File: config.mk
export PLATFORM = sky130hd
export DESIGN_NAME = rpm_ctrl
export DESIGN_NICKNAME = d
export VERILOG_FILES = /design/src/rpm_pkg.sv /design/src/rpm_ctrl.sv
export SDC_FILE = /design/constraint.sdc
export NUM_CORES = 1
export LEC_CHECK = 0
export ABC_AREA = 1
export BUFFER_PORTS_ARGS = -buffer_cell sky130_fd_sc_hd__buf_2
export CAP_MARGIN = 25
export CORE_MARGIN = 3
export CORE_UTILIZATION = 26
export DETAILED_ROUTE_END_ITERATION = 7
export SETUP_SLACK_MARGIN = 0.05
export SYNTH_ARGS = -nofsm -noshare
export SYNTH_HDL_FRONTEND = slang
export SYNTH_SLANG_ARGS = --single-unit
File: constraint.sdc
create_clock -name hclk -period 5.4 [get_ports hclk]
set_clock_uncertainty 0.1 [all_clocks]
set_input_delay 1.08 -clock hclk [delete_from_list [all_inputs] [get_ports hclk]]
set_output_delay 1.08 -clock hclk [all_outputs]
set_load 0.05 [all_outputs]
File: src/rpm_pkg.sv
// Purpose: Shared constants and types for the reset and power-mode controller.
// Assumes: One 250 MHz clock, AHB-Lite register access.
// Notes:   Offsets are byte addresses of 32-bit words.
package rpm_pkg;

  // ---------------------------------------------------------------------
  // Register map
  // ---------------------------------------------------------------------
  localparam logic [7:0] RPM_SYSCFG_OFS  = 8'h00;  // Configuration.
  localparam logic [7:0] RPM_CMD_OFS     = 8'h04;  // Instruction strobes.
  localparam logic [7:0] RPM_STATUS_OFS  = 8'h08;  // State and latches.
  localparam logic [7:0] RPM_WAKEFLG_OFS = 8'h0C;  // Wake request flags.
  localparam logic [7:0] RPM_WDOG_OFS    = 8'h10;  // Watchdog reload.

  // Configuration fields.
  localparam int RPM_BDRST_BIT = 5;   // Bidirectional reset enable.
  localparam int RPM_POWERDOWN_CONFIG_BIT_BIT = 6;  // Interruptible power-down.
  localparam int RPM_RDYEN_BIT = 7;   // Ready handling enabled.

  // Command fields.
  localparam int RPM_CMD_END_OF_INIT_INSTRUCTION = 0;
  localparam int RPM_CMD_POWERDOWN_INSTRUCTION = 1;
  localparam int RPM_CMD_IDLE  = 2;
  localparam int RPM_CMD_SRST  = 3;
  localparam int RPM_CMD_WSERV = 4;
  localparam int RPM_CMD_WDIS  = 5;

  // Reset values and counts.
  localparam logic [7:0]  RPM_SYSCFG_RST = 8'h00;
  localparam logic [15:0] RPM_WDOG_RST   = 16'h0000;
  localparam int RPM_SEQ_NS  = 2048;  // Internal reset sequence, 1024 TCL.
  localparam int RPM_CLK_MHZ = 250;
  localparam int RPM_SEQ_CYC = (RPM_SEQ_NS * RPM_CLK_MHZ + 999) / 1000;
  localparam int RPM_DRAIN_CYC = 6;   // Access completion before reset.

  // ---------------------------------------------------------------------
  // Types
  // ---------------------------------------------------------------------
  typedef enum logic [2:0] {
    RPM_RUN   = 3'b000,
    RPM_DRAIN = 3'b001,
    RPM_SEQ   = 3'b011,
    RPM_HOLD  = 3'b010,
    RPM_IDLE  = 3'b110,
    RPM_PDOWN = 3'b111
  } rpm_state_e;

  typedef struct packed {
    logic htrans1;
    logic hwrite;
    logic [7:0] haddr;
  } rpm_ahb_s;

  typedef struct packed {
    rpm_state_e  st;
    logic [12:0] cnt;
    logic [15:0] wdog;
    logic [15:0] wdrel;
    logic        wd_off;
    logic        wd_rst;
    logic        inited;
    logic [7:0]  cfg;
    logic [12:0] p0lat;
    logic [7:0]  wflag;
    logic [2:0]  rin_s;
    logic [2:0]  mode_s;
    logic        rin_f;
    logic        mode_f;
    logic        reset_output_pin_n_n;
    logic        rin_oe;
    logic        mode_pu;
    logic        mode_pd;
    logic        cpu_run;
    logic        per_run;
    logic        osc_run;
    logic        wake;
    logic        wake_isr;
    logic        sys_rst;
    logic        cold;
    logic        ap;
    logic [1:0]  slp;     // Pending sleep request: bit 0 idle, bit 1 power-down.
    rpm_ahb_s    a;
    logic [31:0] rdata;
  } rpm_state_s;

endpackage : rpm_pkg

File: src/rpm_ctrl.sv
// Purpose: Reset sequencing and idle/power-down control with AHB registers.
// Assumes: Pins are asynchronous; bus signals come from hclk logic.
// Notes:   How it works
// How it works
// - Watchdog overflow starts internal reset.
// - Watchdog reset finishes bus cycle when appropriate.
// - Ready high after waits aborts cycle.
// - Watchdog end latches bits 12..8, clears 7..2.
// - Bidir enable drives reset pin low.
// - Reset output low until end of init.
// - Power-down config enables mode-pin pull-up.
// - Reset pin low enables mode-pin pull-down.
// - Short reset pulse with mode high: warm.
// - Long low reset, mode falls: cold reset.
// - Idle stops CPU, peripherals run.
// - Idle exits on reset or interrupt.
// - Power-down stops CPU and peripherals.
// - Protected power-down needs NMI low.
// - Interruptible power-down stops oscillator and PLL.
// - Wake pin restarts oscillator, pull-down on.
// - Enabled wake interrupt runs service routine.
// - Disabled wake leaves flag set.
// - Pending bus actions finish before sleeping.
// - No sleep when ready missed last access.
// - Bidir enable bit 5, cleared by reset.
// - Mode pin level picks warm or cold reset.
//
// Chosen here: the AHB-Lite register port and the address map.
`timescale 1ns/100ps
module rpm_ctrl
  import rpm_pkg::*;
#(
  parameter int P0_W = 13
) (
  input  wire logic        hclk,
  input  wire logic        hresetn,
  input  wire logic        hsel,
  input  wire logic [31:0] haddr,
  input  wire logic [1:0]  htrans,
  input  wire logic        hwrite,
  input  wire logic [2:0]  hsize,
  input  wire logic [31:0] hwdata,
  input  wire logic        hready,
  output logic      [31:0] hrdata,
  output logic             hreadyout,
  output logic             hresp,
  input  wire logic        reset_input_pin_n,
  input  wire logic        mode_pin,
  input  wire logic        nmi_pin_n,
  input  wire logic [7:0]  fast_ext_irq_pin,
  input  wire logic [7:0]  irq_enable,
  input  wire logic        any_irq,
  input  wire logic [P0_W-1:0] config_port_bits,
  input  wire logic        xbus_busy,
  input  wire logic        xbus_uses_ready,
  input  wire logic        xbus_after_waits,
  input  wire logic        xbus_ready_n,
  input  wire logic        last_ready_seen,
  output logic             xbus_abort,
  output logic             reset_output_pin_n,
  output logic             reset_pin_oe,
  output logic             reset_pin_out,
  output logic             mode_pullup_en,
  output logic             mode_pulldown_en,
  output logic             cpu_clk_en,
  output logic             periph_clk_en,
  output logic             osc_pll_en,
  output logic             sys_reset,
  output logic             wake_to_isr
);

  initial begin
    if (P0_W != 13) $error("config port width must be 13");
  end

  rpm_state_s s_q;
  rpm_state_s s_d;

  // ---------------------------------------------------------------------
  // Next-state logic
  // ---------------------------------------------------------------------
  // All state lives in one struct so the reset image is a single constant.
  always_comb begin
    logic wr;
    logic rd;
    logic [7:0] wirq;
    logic short_ok;
    s_d = s_q;
    wr = s_q.ap && s_q.a.hwrite;
    rd = 1'b0;
    wirq = 8'h00;
    short_ok = 1'b0;
    s_d.wake = 1'b0;
    s_d.wake_isr = 1'b0;
    xbus_abort = 1'b0;
    // Three-stage sampling; a change counts when stages two and three agree.
    s_d.rin_s = {s_q.rin_s[1:0], reset_input_pin_n};
    s_d.mode_s = {s_q.mode_s[1:0], mode_pin};
    if (s_q.rin_s[1] == s_q.rin_s[2]) begin
      s_d.rin_f = s_q.rin_s[2];
    end
    if (s_q.mode_s[1] == s_q.mode_s[2]) begin
      s_d.mode_f = s_q.mode_s[2];
    end
    wirq = fast_ext_irq_pin & ~{8{s_q.osc_run}};
    // Pull-down on the mode pin follows a low reset pin or a wake.
    s_d.mode_pd = !s_q.rin_f || (s_q.st == RPM_PDOWN && |wirq);
    // Register writes.
    if (wr && s_q.a.haddr == RPM_SYSCFG_OFS) begin
      s_d.cfg = hwdata[7:0];
    end
    if (wr && s_q.a.haddr == RPM_WDOG_OFS) begin
      s_d.wdrel = hwdata[15:0];
    end
    // Hardware set wins over software clear.
    if (wr && s_q.a.haddr == RPM_WAKEFLG_OFS) begin
      s_d.wflag = s_q.wflag & ~hwdata[7:0];
    end
    // Watchdog runs from reset until disabled before end of init.
    if (!s_q.wd_off && s_q.st == RPM_RUN) begin
      s_d.wdog = s_q.wdog + 16'h0001;
    end
    if (wr && s_q.a.haddr == RPM_CMD_OFS) begin
      if (hwdata[RPM_CMD_WSERV]) begin
        s_d.wdog = s_q.wdrel;
      end
      if (hwdata[RPM_CMD_WDIS] && !s_q.inited) begin
        s_d.wd_off = 1'b1;
      end
      if (hwdata[RPM_CMD_END_OF_INIT_INSTRUCTION]) begin
        s_d.inited = 1'b1;
        s_d.reset_output_pin_n_n = 1'b1;
      end
    end
    unique case (s_q.st)
      RPM_RUN: begin
        if (wr && s_q.a.haddr == RPM_CMD_OFS) begin
          if (hwdata[RPM_CMD_SRST]) begin
            s_d.st = RPM_DRAIN;
            s_d.cnt = 13'(RPM_DRAIN_CYC);
            s_d.wd_rst = 1'b0;
          end else if ((hwdata[RPM_CMD_IDLE] || hwdata[RPM_CMD_POWERDOWN_INSTRUCTION])
                       && !(s_q.cfg[RPM_RDYEN_BIT] && !last_ready_seen)) begin
            // A missed ready drops the request; the core keeps running.
            s_d.slp = {hwdata[RPM_CMD_POWERDOWN_INSTRUCTION] && !hwdata[RPM_CMD_IDLE],
                       hwdata[RPM_CMD_IDLE]};
          end
        end
        // The request waits until the external bus has gone quiet.
        if (s_q.slp != 2'b00 && !xbus_busy) begin
          s_d.slp = 2'b00;
          if (s_q.slp[0]) begin
            s_d.st = RPM_IDLE;
            s_d.cpu_run = 1'b0;
          end else if (s_q.cfg[RPM_POWERDOWN_CONFIG_BIT_BIT] || !nmi_pin_n) begin
            s_d.st = RPM_PDOWN;
            s_d.cpu_run = 1'b0;
            s_d.per_run = 1'b0;
            s_d.osc_run = !s_q.cfg[RPM_POWERDOWN_CONFIG_BIT_BIT];
          end
        end
        if (&s_q.wdog && !s_q.wd_off) begin
          // Overflow: wait for the external cycle as needed.
          s_d.st = RPM_DRAIN;
          s_d.cnt = 13'(RPM_DRAIN_CYC);
          s_d.wd_rst = 1'b1;
          s_d.slp = 2'b00;
        end
      end
      RPM_IDLE: begin
        if (any_irq) begin
          s_d.st = RPM_RUN;
          s_d.cpu_run = 1'b1;
        end
      end
      RPM_PDOWN: begin
        if (|wirq || (!s_q.cfg[RPM_POWERDOWN_CONFIG_BIT_BIT] && any_irq)) begin
          s_d.osc_run = 1'b1;
          s_d.per_run = 1'b1;
          s_d.cpu_run = 1'b1;
          s_d.st = RPM_RUN;
          s_d.wflag = s_q.wflag | wirq;
          s_d.wake = |wirq;
          s_d.wake_isr = |(wirq & irq_enable);
        end
      end
      RPM_DRAIN: begin
        if (s_q.wd_rst) begin
          // Finish without ready or ready low; ready high aborts.
          if (!xbus_busy || (xbus_uses_ready && xbus_after_waits)) begin
            xbus_abort = xbus_busy && xbus_ready_n;
            s_d.st = RPM_SEQ;
            s_d.cnt = 13'(RPM_SEQ_CYC);
          end
        end else if (s_q.cnt == 13'h0000) begin
          s_d.st = RPM_SEQ;
          s_d.cnt = 13'(RPM_SEQ_CYC);
        end else begin
          s_d.cnt = s_q.cnt - 13'h0001;
        end
        s_d.sys_rst = 1'b1;
        s_d.reset_output_pin_n_n = 1'b0;
      end
      RPM_SEQ: begin
        s_d.sys_rst = 1'b1;
        s_d.cnt = s_q.cnt - 13'h0001;
        if (s_q.cnt == 13'h0001) begin
          s_d.st = RPM_HOLD;
        end
      end
      RPM_HOLD: begin
        // Sequence extends while the reset pin stays low.
        if (s_q.rin_f) begin
          s_d.st = RPM_RUN;
          s_d.sys_rst = 1'b0;
          s_d.slp = 2'b00;
          s_d.wdog = RPM_WDOG_RST;
          s_d.wd_off = 1'b0;
          s_d.inited = 1'b0;
          s_d.cpu_run = 1'b1;
          s_d.per_run = 1'b1;
          s_d.osc_run = 1'b1;
          s_d.mode_pu = s_q.cfg[RPM_POWERDOWN_CONFIG_BIT_BIT];
          s_d.cfg[RPM_BDRST_BIT] = 1'b0;
          if (s_q.wd_rst || s_q.cold == 1'b0) begin
            // Partial latch for watchdog and software reset.
            s_d.p0lat[12:8] = config_port_bits[12:8];
            s_d.p0lat[7:2] = 6'h00;
          end else begin
            s_d.p0lat = config_port_bits;
          end
          s_d.cold = 1'b0;
          s_d.wd_rst = 1'b0;
        end
      end
      default: s_d.st = RPM_RUN;
    endcase
    // A low reset pin with the mode pin high gives a warm reset.
    // Hold already waits for the pin, so our own drive cannot re-arm it.
    if (!s_q.rin_f && s_q.mode_f && s_q.st != RPM_DRAIN
        && s_q.st != RPM_SEQ && s_q.st != RPM_HOLD) begin
      short_ok = 1'b1;
      s_d.st = RPM_DRAIN;
      s_d.cnt = 13'(RPM_DRAIN_CYC);
      s_d.wd_rst = 1'b0;
      s_d.cold = 1'b1;
      s_d.cpu_run = 1'b1;
      s_d.per_run = 1'b1;
      s_d.osc_run = 1'b1;
    end
    // Bidirectional reset drive for internal resets.
    s_d.rin_oe = s_q.cfg[RPM_BDRST_BIT] && !s_q.cold
                 && (s_d.st == RPM_DRAIN || s_d.st == RPM_SEQ);
    // Bus slave: capture address phase, answer with zero wait states.
    s_d.ap = hsel && hready && htrans[1];
    s_d.a.htrans1 = htrans[1];
    s_d.a.hwrite = hwrite;
    s_d.a.haddr = haddr[7:0];
    rd = hsel && hready && htrans[1] && !hwrite;
    s_d.rdata = 32'h0000_0000;
    if (rd) begin
      unique case (haddr[7:0])
        RPM_SYSCFG_OFS:  s_d.rdata = {24'h00_0000, s_q.cfg};
        RPM_STATUS_OFS:  s_d.rdata = {8'h00, 3'(s_q.st), s_q.p0lat,
                                      s_q.inited, s_q.wd_off, s_q.cpu_run,
                                      s_q.per_run, s_q.osc_run,
                                      s_q.reset_output_pin_n_n, s_q.mode_f, s_q.rin_f};
        RPM_WAKEFLG_OFS: s_d.rdata = {24'h00_0000, s_q.wflag};
        RPM_WDOG_OFS:    s_d.rdata = {s_q.wdrel, s_q.wdog};
        default:         s_d.rdata = 32'h0000_0000;
      endcase
    end
    if (short_ok && s_q.st == RPM_RUN) begin
      s_d.sys_rst = 1'b1;
    end
  end

  // ---------------------------------------------------------------------
  // State register
  // ---------------------------------------------------------------------
  // Cold reset: the mode pin is low with the reset pin low.
  always_ff @(posedge hclk or negedge hresetn) begin
    if (!hresetn) begin
      s_q <= '{st: RPM_SEQ, cnt: 13'(RPM_SEQ_CYC), wdog: RPM_WDOG_RST,
               wdrel: RPM_WDOG_RST, wd_off: 1'b0, wd_rst: 1'b0,
               inited: 1'b0, cfg: RPM_SYSCFG_RST, p0lat: 13'h0000,
               wflag: 8'h00, rin_s: 3'b111, mode_s: 3'b111,
               rin_f: 1'b1, mode_f: 1'b1, reset_output_pin_n_n: 1'b0,
               rin_oe: 1'b0, mode_pu: 1'b0, mode_pd: 1'b0,
               cpu_run: 1'b1, per_run: 1'b1, osc_run: 1'b1,
               wake: 1'b0, wake_isr: 1'b0, sys_rst: 1'b1, cold: 1'b1,
               ap: 1'b0, slp: 2'b00, a: '0, rdata: 32'h0000_0000};
    end else if (!s_q.rin_f && !s_q.mode_f) begin
      s_q <= '{st: RPM_HOLD, cnt: 13'h0000, wdog: RPM_WDOG_RST,
               wdrel: RPM_WDOG_RST, wd_off: 1'b0, wd_rst: 1'b0,
               inited: 1'b0, cfg: RPM_SYSCFG_RST, p0lat: s_q.p0lat,
               wflag: 8'h00, rin_s: s_d.rin_s, mode_s: s_d.mode_s,
               rin_f: s_d.rin_f, mode_f: s_d.mode_f, reset_output_pin_n_n: 1'b0,
               rin_oe: 1'b0, mode_pu: 1'b0, mode_pd: 1'b1,
               cpu_run: 1'b1, per_run: 1'b1, osc_run: 1'b1,
               wake: 1'b0, wake_isr: 1'b0, sys_rst: 1'b1, cold: 1'b1,
               ap: 1'b0, slp: 2'b00, a: '0,
               rdata: 32'h0000_0000};
    end else begin
      s_q <= s_d;
    end
  end

  // Outputs other than xbus_abort straight from state flops; hreadyout, hresp and reset_pin_out are tied constants.
  assign hrdata = s_q.rdata;
  assign hreadyout = 1'b1;
  assign hresp = 1'b0;
  assign reset_output_pin_n = s_q.reset_output_pin_n_n;
  assign reset_pin_oe = s_q.rin_oe;
  assign reset_pin_out = 1'b0;
  assign mode_pullup_en = s_q.mode_pu;
  assign mode_pulldown_en = s_q.mode_pd;
  assign cpu_clk_en = s_q.cpu_run;
  assign periph_clk_en = s_q.per_run;
  assign osc_pll_en = s_q.osc_run;
  assign sys_reset = s_q.sys_rst;
  assign wake_to_isr = s_q.wake_isr;

  // ---------------------------------------------------------------------
  // Assertions
  // ---------------------------------------------------------------------
  // Counts cycles spent in the reset sequence for the length check.
  logic [9:0] seq_len_q;
  always_ff @(posedge hclk or negedge hresetn) begin
    if (!hresetn) begin
      seq_len_q <= 10'h000;
    end else begin
      seq_len_q <= (s_q.st == RPM_SEQ) ? seq_len_q + 10'h001 : 10'h000;
    end
  end

  a_reset_output_pin_n_low: assert property (@(posedge hclk) disable iff (!hresetn)
    s_q.sys_rst |=> !reset_output_pin_n) else $error("reset out high");
  a_idle_cpu: assert property (@(posedge hclk) disable iff (!hresetn)
    s_q.st == RPM_IDLE |-> !cpu_clk_en && periph_clk_en)
    else $error("idle clocks wrong");
  a_idle_exit: assert property (@(posedge hclk) disable iff (!hresetn)
    s_q.st == RPM_IDLE && any_irq && s_q.rin_f |=> s_q.st == RPM_RUN)
    else $error("idle not left");
  a_pdown_stop: assert property (@(posedge hclk) disable iff (!hresetn)
    s_q.st == RPM_PDOWN |-> !cpu_clk_en && !periph_clk_en)
    else $error("powerdown clocks run");
  a_pdown_osc: assert property (@(posedge hclk) disable iff (!hresetn)
    s_q.st == RPM_PDOWN && s_q.cfg[RPM_POWERDOWN_CONFIG_BIT_BIT] |-> !osc_pll_en)
    else $error("oscillator running");
  a_bdrst_clr: assert property (@(posedge hclk) disable iff (!hresetn)
    s_q.st == RPM_HOLD && s_q.rin_f |=> !s_q.cfg[RPM_BDRST_BIT])
    else $error("bidir bit kept");
  a_pd_follow: assert property (@(posedge hclk) disable iff (!hresetn)
    !s_q.rin_f |=> mode_pulldown_en) else $error("no pulldown");
  a_seq_len: assert property (@(posedge hclk) disable iff (!hresetn)
    s_q.st == RPM_SEQ && s_d.st != RPM_SEQ && s_q.mode_f
    |-> seq_len_q == 10'(RPM_SEQ_CYC - 1))
    else $error("sequence short");
  c_wd_reset: cover property (@(posedge hclk) disable iff (!hresetn)
    s_q.st == RPM_DRAIN && s_q.wd_rst);
  c_idle: cover property (@(posedge hclk) disable iff (!hresetn)
    s_q.st == RPM_IDLE ##1 s_q.st == RPM_RUN);
  c_wake: cover property (@(posedge hclk) disable iff (!hresetn)
    s_q.wake);

endmodule // rpm_ctrl

==> flow_metrics.tcl <==
set metrics [dict create \
    htree_levels 4 \
    slew_violations 0 \
    placementRows 62 \
    ys_types 39 \
    required_ns 5.61 \
    drt-initial-drc-count 451 \
    combPwrFrac_pct 32.3 \
    rsz0062_at_grt "no" \
    finalSetupViolations 0 \
    cts-resized-gates 0 \
    max-slew-margin-rel_pct 33.9 \
    worst_skew_pair.late_latency_ns 0.42 \
    internal-power_mw 2.34 \
    crit_type "in -> reg" \
    synth-edff-count 0 \
    grt_pass1_vias 6488 \
    port_buffers 109 \
    grt_overflow_total 0 \
    hpwl_um 16800 \
    synth-main-ff-cell "dfrtp_1" \
    antenna_found_initial 0 \
    initial_core_util_pct 26.5 \
    switching_share_pct 38.9 \
    status "finished clean" \
    postRouteAntennaNets 0 \
    period_share_pct 61.1 \
    grt_max_degree 53 \
    syn_avg_cell_area_um2 7.80 \
    drcViolationCount 0 \
    clock_sinks 142 \
    vias 6744 \
    via_per_inst 4.65 \
    min_period_ns 3.30 \
    p_clk_share_pct 31.1 \
    critPathMaxFanout 25 \
    arrival_ns 3.51 \
    area_growth_syn_to_layout_pct 16.5 \
    antenna_cells_inserted 0 \
    p_leak_nw 4.37 \
    cts_buffers 17 \
    cts.reportedPaths.clkPinSlew_ns 0.06 \
    dieHeight_um 178 \
    ir_drop_mv 0.231 \
    clock_path_buffers 2 \
    netlist_area_mm2 0.00766 \
    timing_hold_violations_final 0 \
    largest_register_ffs 97 \
    drt_first_pass_iters 5 \
    wirelength_um 22600 \
    nFillCells 3104 \
    power_mw 3.82 \
    post-cts-setup-buffers 0 \
    layout_commonest_cell "nand2_1" \
    worstMarginPinSlew_ns 0.988 \
    clock.fmax_ghz 0.303 \
    ios 157 \
    synth-seq-cells 142 \
    syn_inst 982 \
    dieArea_mm2 0.0316 \
    ys_seq_area_share_pct 46.7 \
    grt_first_pass_wirelength_um 35900 \
    cp-start-kind "input port" \
    tns_ns 0 \
    post_drt_wl_per_cell_um 15.6 \
    worstHoldPathCells 0 \
    gr-usage-all-layers_pct 14.6 \
    ctsHoldBuffers 0 \
    largest_register "s_q" \
    hp-class "reg -> reg" \
    cap_violations 0 \
    layout.nets 1168 \
    seqPwrFrac_pct 36.6 \
    dieWidth_um 178 \
    async_flop_share_pct 100 \
    setup.worst_path.end_class "flip-flop" \
    mostFrequentLayoutCells "nand2_1 (247), dfrtp_1 (126), buf_2 (108), inv_1 (102), nand3_1 (93)" \
    globalplace.congestion 0.935 \
    p_switching_mw 1.49 \
    rr_worst_depth 8 \
    core_area_mm2 0.0289 \
    cts_tree "built" \
    root_buffer "clkbuf_16" \
    powerDensity_mw_per_mm2 428 \
    drive_gt1_share_pct 18.6 \
    yosys_warnings 0 \
]
-- worst max-delay path: stages --
cell     delay [ns]
buf_2          0.09
inv_1          0.07
nand3_1        0.11
nor2_1         0.51
nand2_1        0.14
nor2_2         0.11
buf_4          0.30
inv_1          0.07
nand4_1        0.09
nand3_2        0.50
a21oi_1        0.43
-- routing by layer --
metal	GRT usage [%]	vias up	wire (um)
li1	-	3302	-
met1	20.9	3160	10700
met2	21.9	252	9780
met3	2.67	30	1650
met4	5.30	0	481
met5	0	-	0
-- metrics by stage --
step           util, %  area (um^2)  hold WS [ns]  cells  setup WS, ns
2_1_floorplan        -         7660         0.245    983          2.34
3_3_place_gp      28.9         8330         0.247   1417          1.76
3_5_place_dp      28.9         8330         0.247   1417          1.70
4_1_cts           30.9         8930         0.256   1449          2.16
5_1_grt           30.9         8930         0.264   1449          1.82
6_report          30.9         8930         0.254   1449          2.10
-- cell families after synthesis --
group / Yosys count / share of synthesized area, %
multiplexers: 2 / 0.392
flip-flops: 142 / 46.7
buffers and inverters: 175 / 10.7
AND/OR/NAND/NOR: 490 / 29.1
AO/OA/AOI/OAI: 152 / 10.7
XOR/XNOR: 13 / 1.49
adder cells (fa/ha/maj): 6 / 0.915
other: 2 / 0.0980
-- Yosys cell counts (3+ instances only) --
cell type	number	area share, %
nor2_1	82	4.0
ha_1	4	0.65
inv_2	9	0.44
nand3_2	3	0.39
nor3_1	18	1.2
a21oi_1	56	3.7
o21ai_0	70	4.6
o21ai_1	3	0.20
nand3_1	93	6.1
a31oi_1	3	0.25
nand3b_1	3	0.29
nand2_1	247	12
nor2_4	4	0.59
buf_4	36	3.5
nand2_2	4	0.33
nor2_2	5	0.41
dfstp_2	16	5.5
nand4_1	21	1.7
a211oi_1	9	0.88
xor2_1	10	1.1
dfrtp_1	126	41
clkbuf_1	16	0.78
nor3_2	3	0.39
xnor2_1	3	0.34
inv_1	102	5.0
o211ai_1	5	0.49
nor2_8	5	1.3
buf_2	10	0.65
-- power by group through the flow --
stage / sequential (mW) / combinational [mW] / clock [mW]
after floorplan: 1.42 / 0.911 / 0
after global placement: 1.41 / 1.20 / 0
after detailed placement: 1.41 / 1.23 / 0
after CTS: 1.40 / 1.23 / 1.22
after global routing: 1.42 / 1.41 / 1.25
final: 1.40 / 1.23 / 1.19
-- path summary, 6_finish.rpt --
check / slack [ns] / end / start
setup / recovery: 2.10 / hrdata[7]$_DFF_PN0_ / haddr[6]
hold / removal: 0.25 / s_d[63]$_DFF_PN1_ / s_d[62]$_DFF_PN1_
setup reg to reg: 2.66 / s_q[110]$_DFFE_PN0P_ / s_q[33]$_DFF_PN0_
hold reg to reg: 0.25 / s_d[63]$_DFF_PN1_ / s_d[62]$_DFF_PN1_
max in group asynchronous: 3.69 / s_q[126]$_DFF_PN0_ / hresetn
min in group asynchronous: 0.47 / s_q[133]$_DFFE_PN0P_ / hresetn
-- layout make-up --
cell class                      instances  area, um^2  area share (%)
Clock inverter                         14         158            1.77
Sequential cell                       142        3570            40.0
Tap cell                              384         480            5.38
Multi-Input combinational cell        666        3270            36.6
Inverter                              111         417            4.67
Clock buffer                           18         439            4.92
Timing Repair Buffer                  114         589            6.60
(Power assumes the default switching activity.)
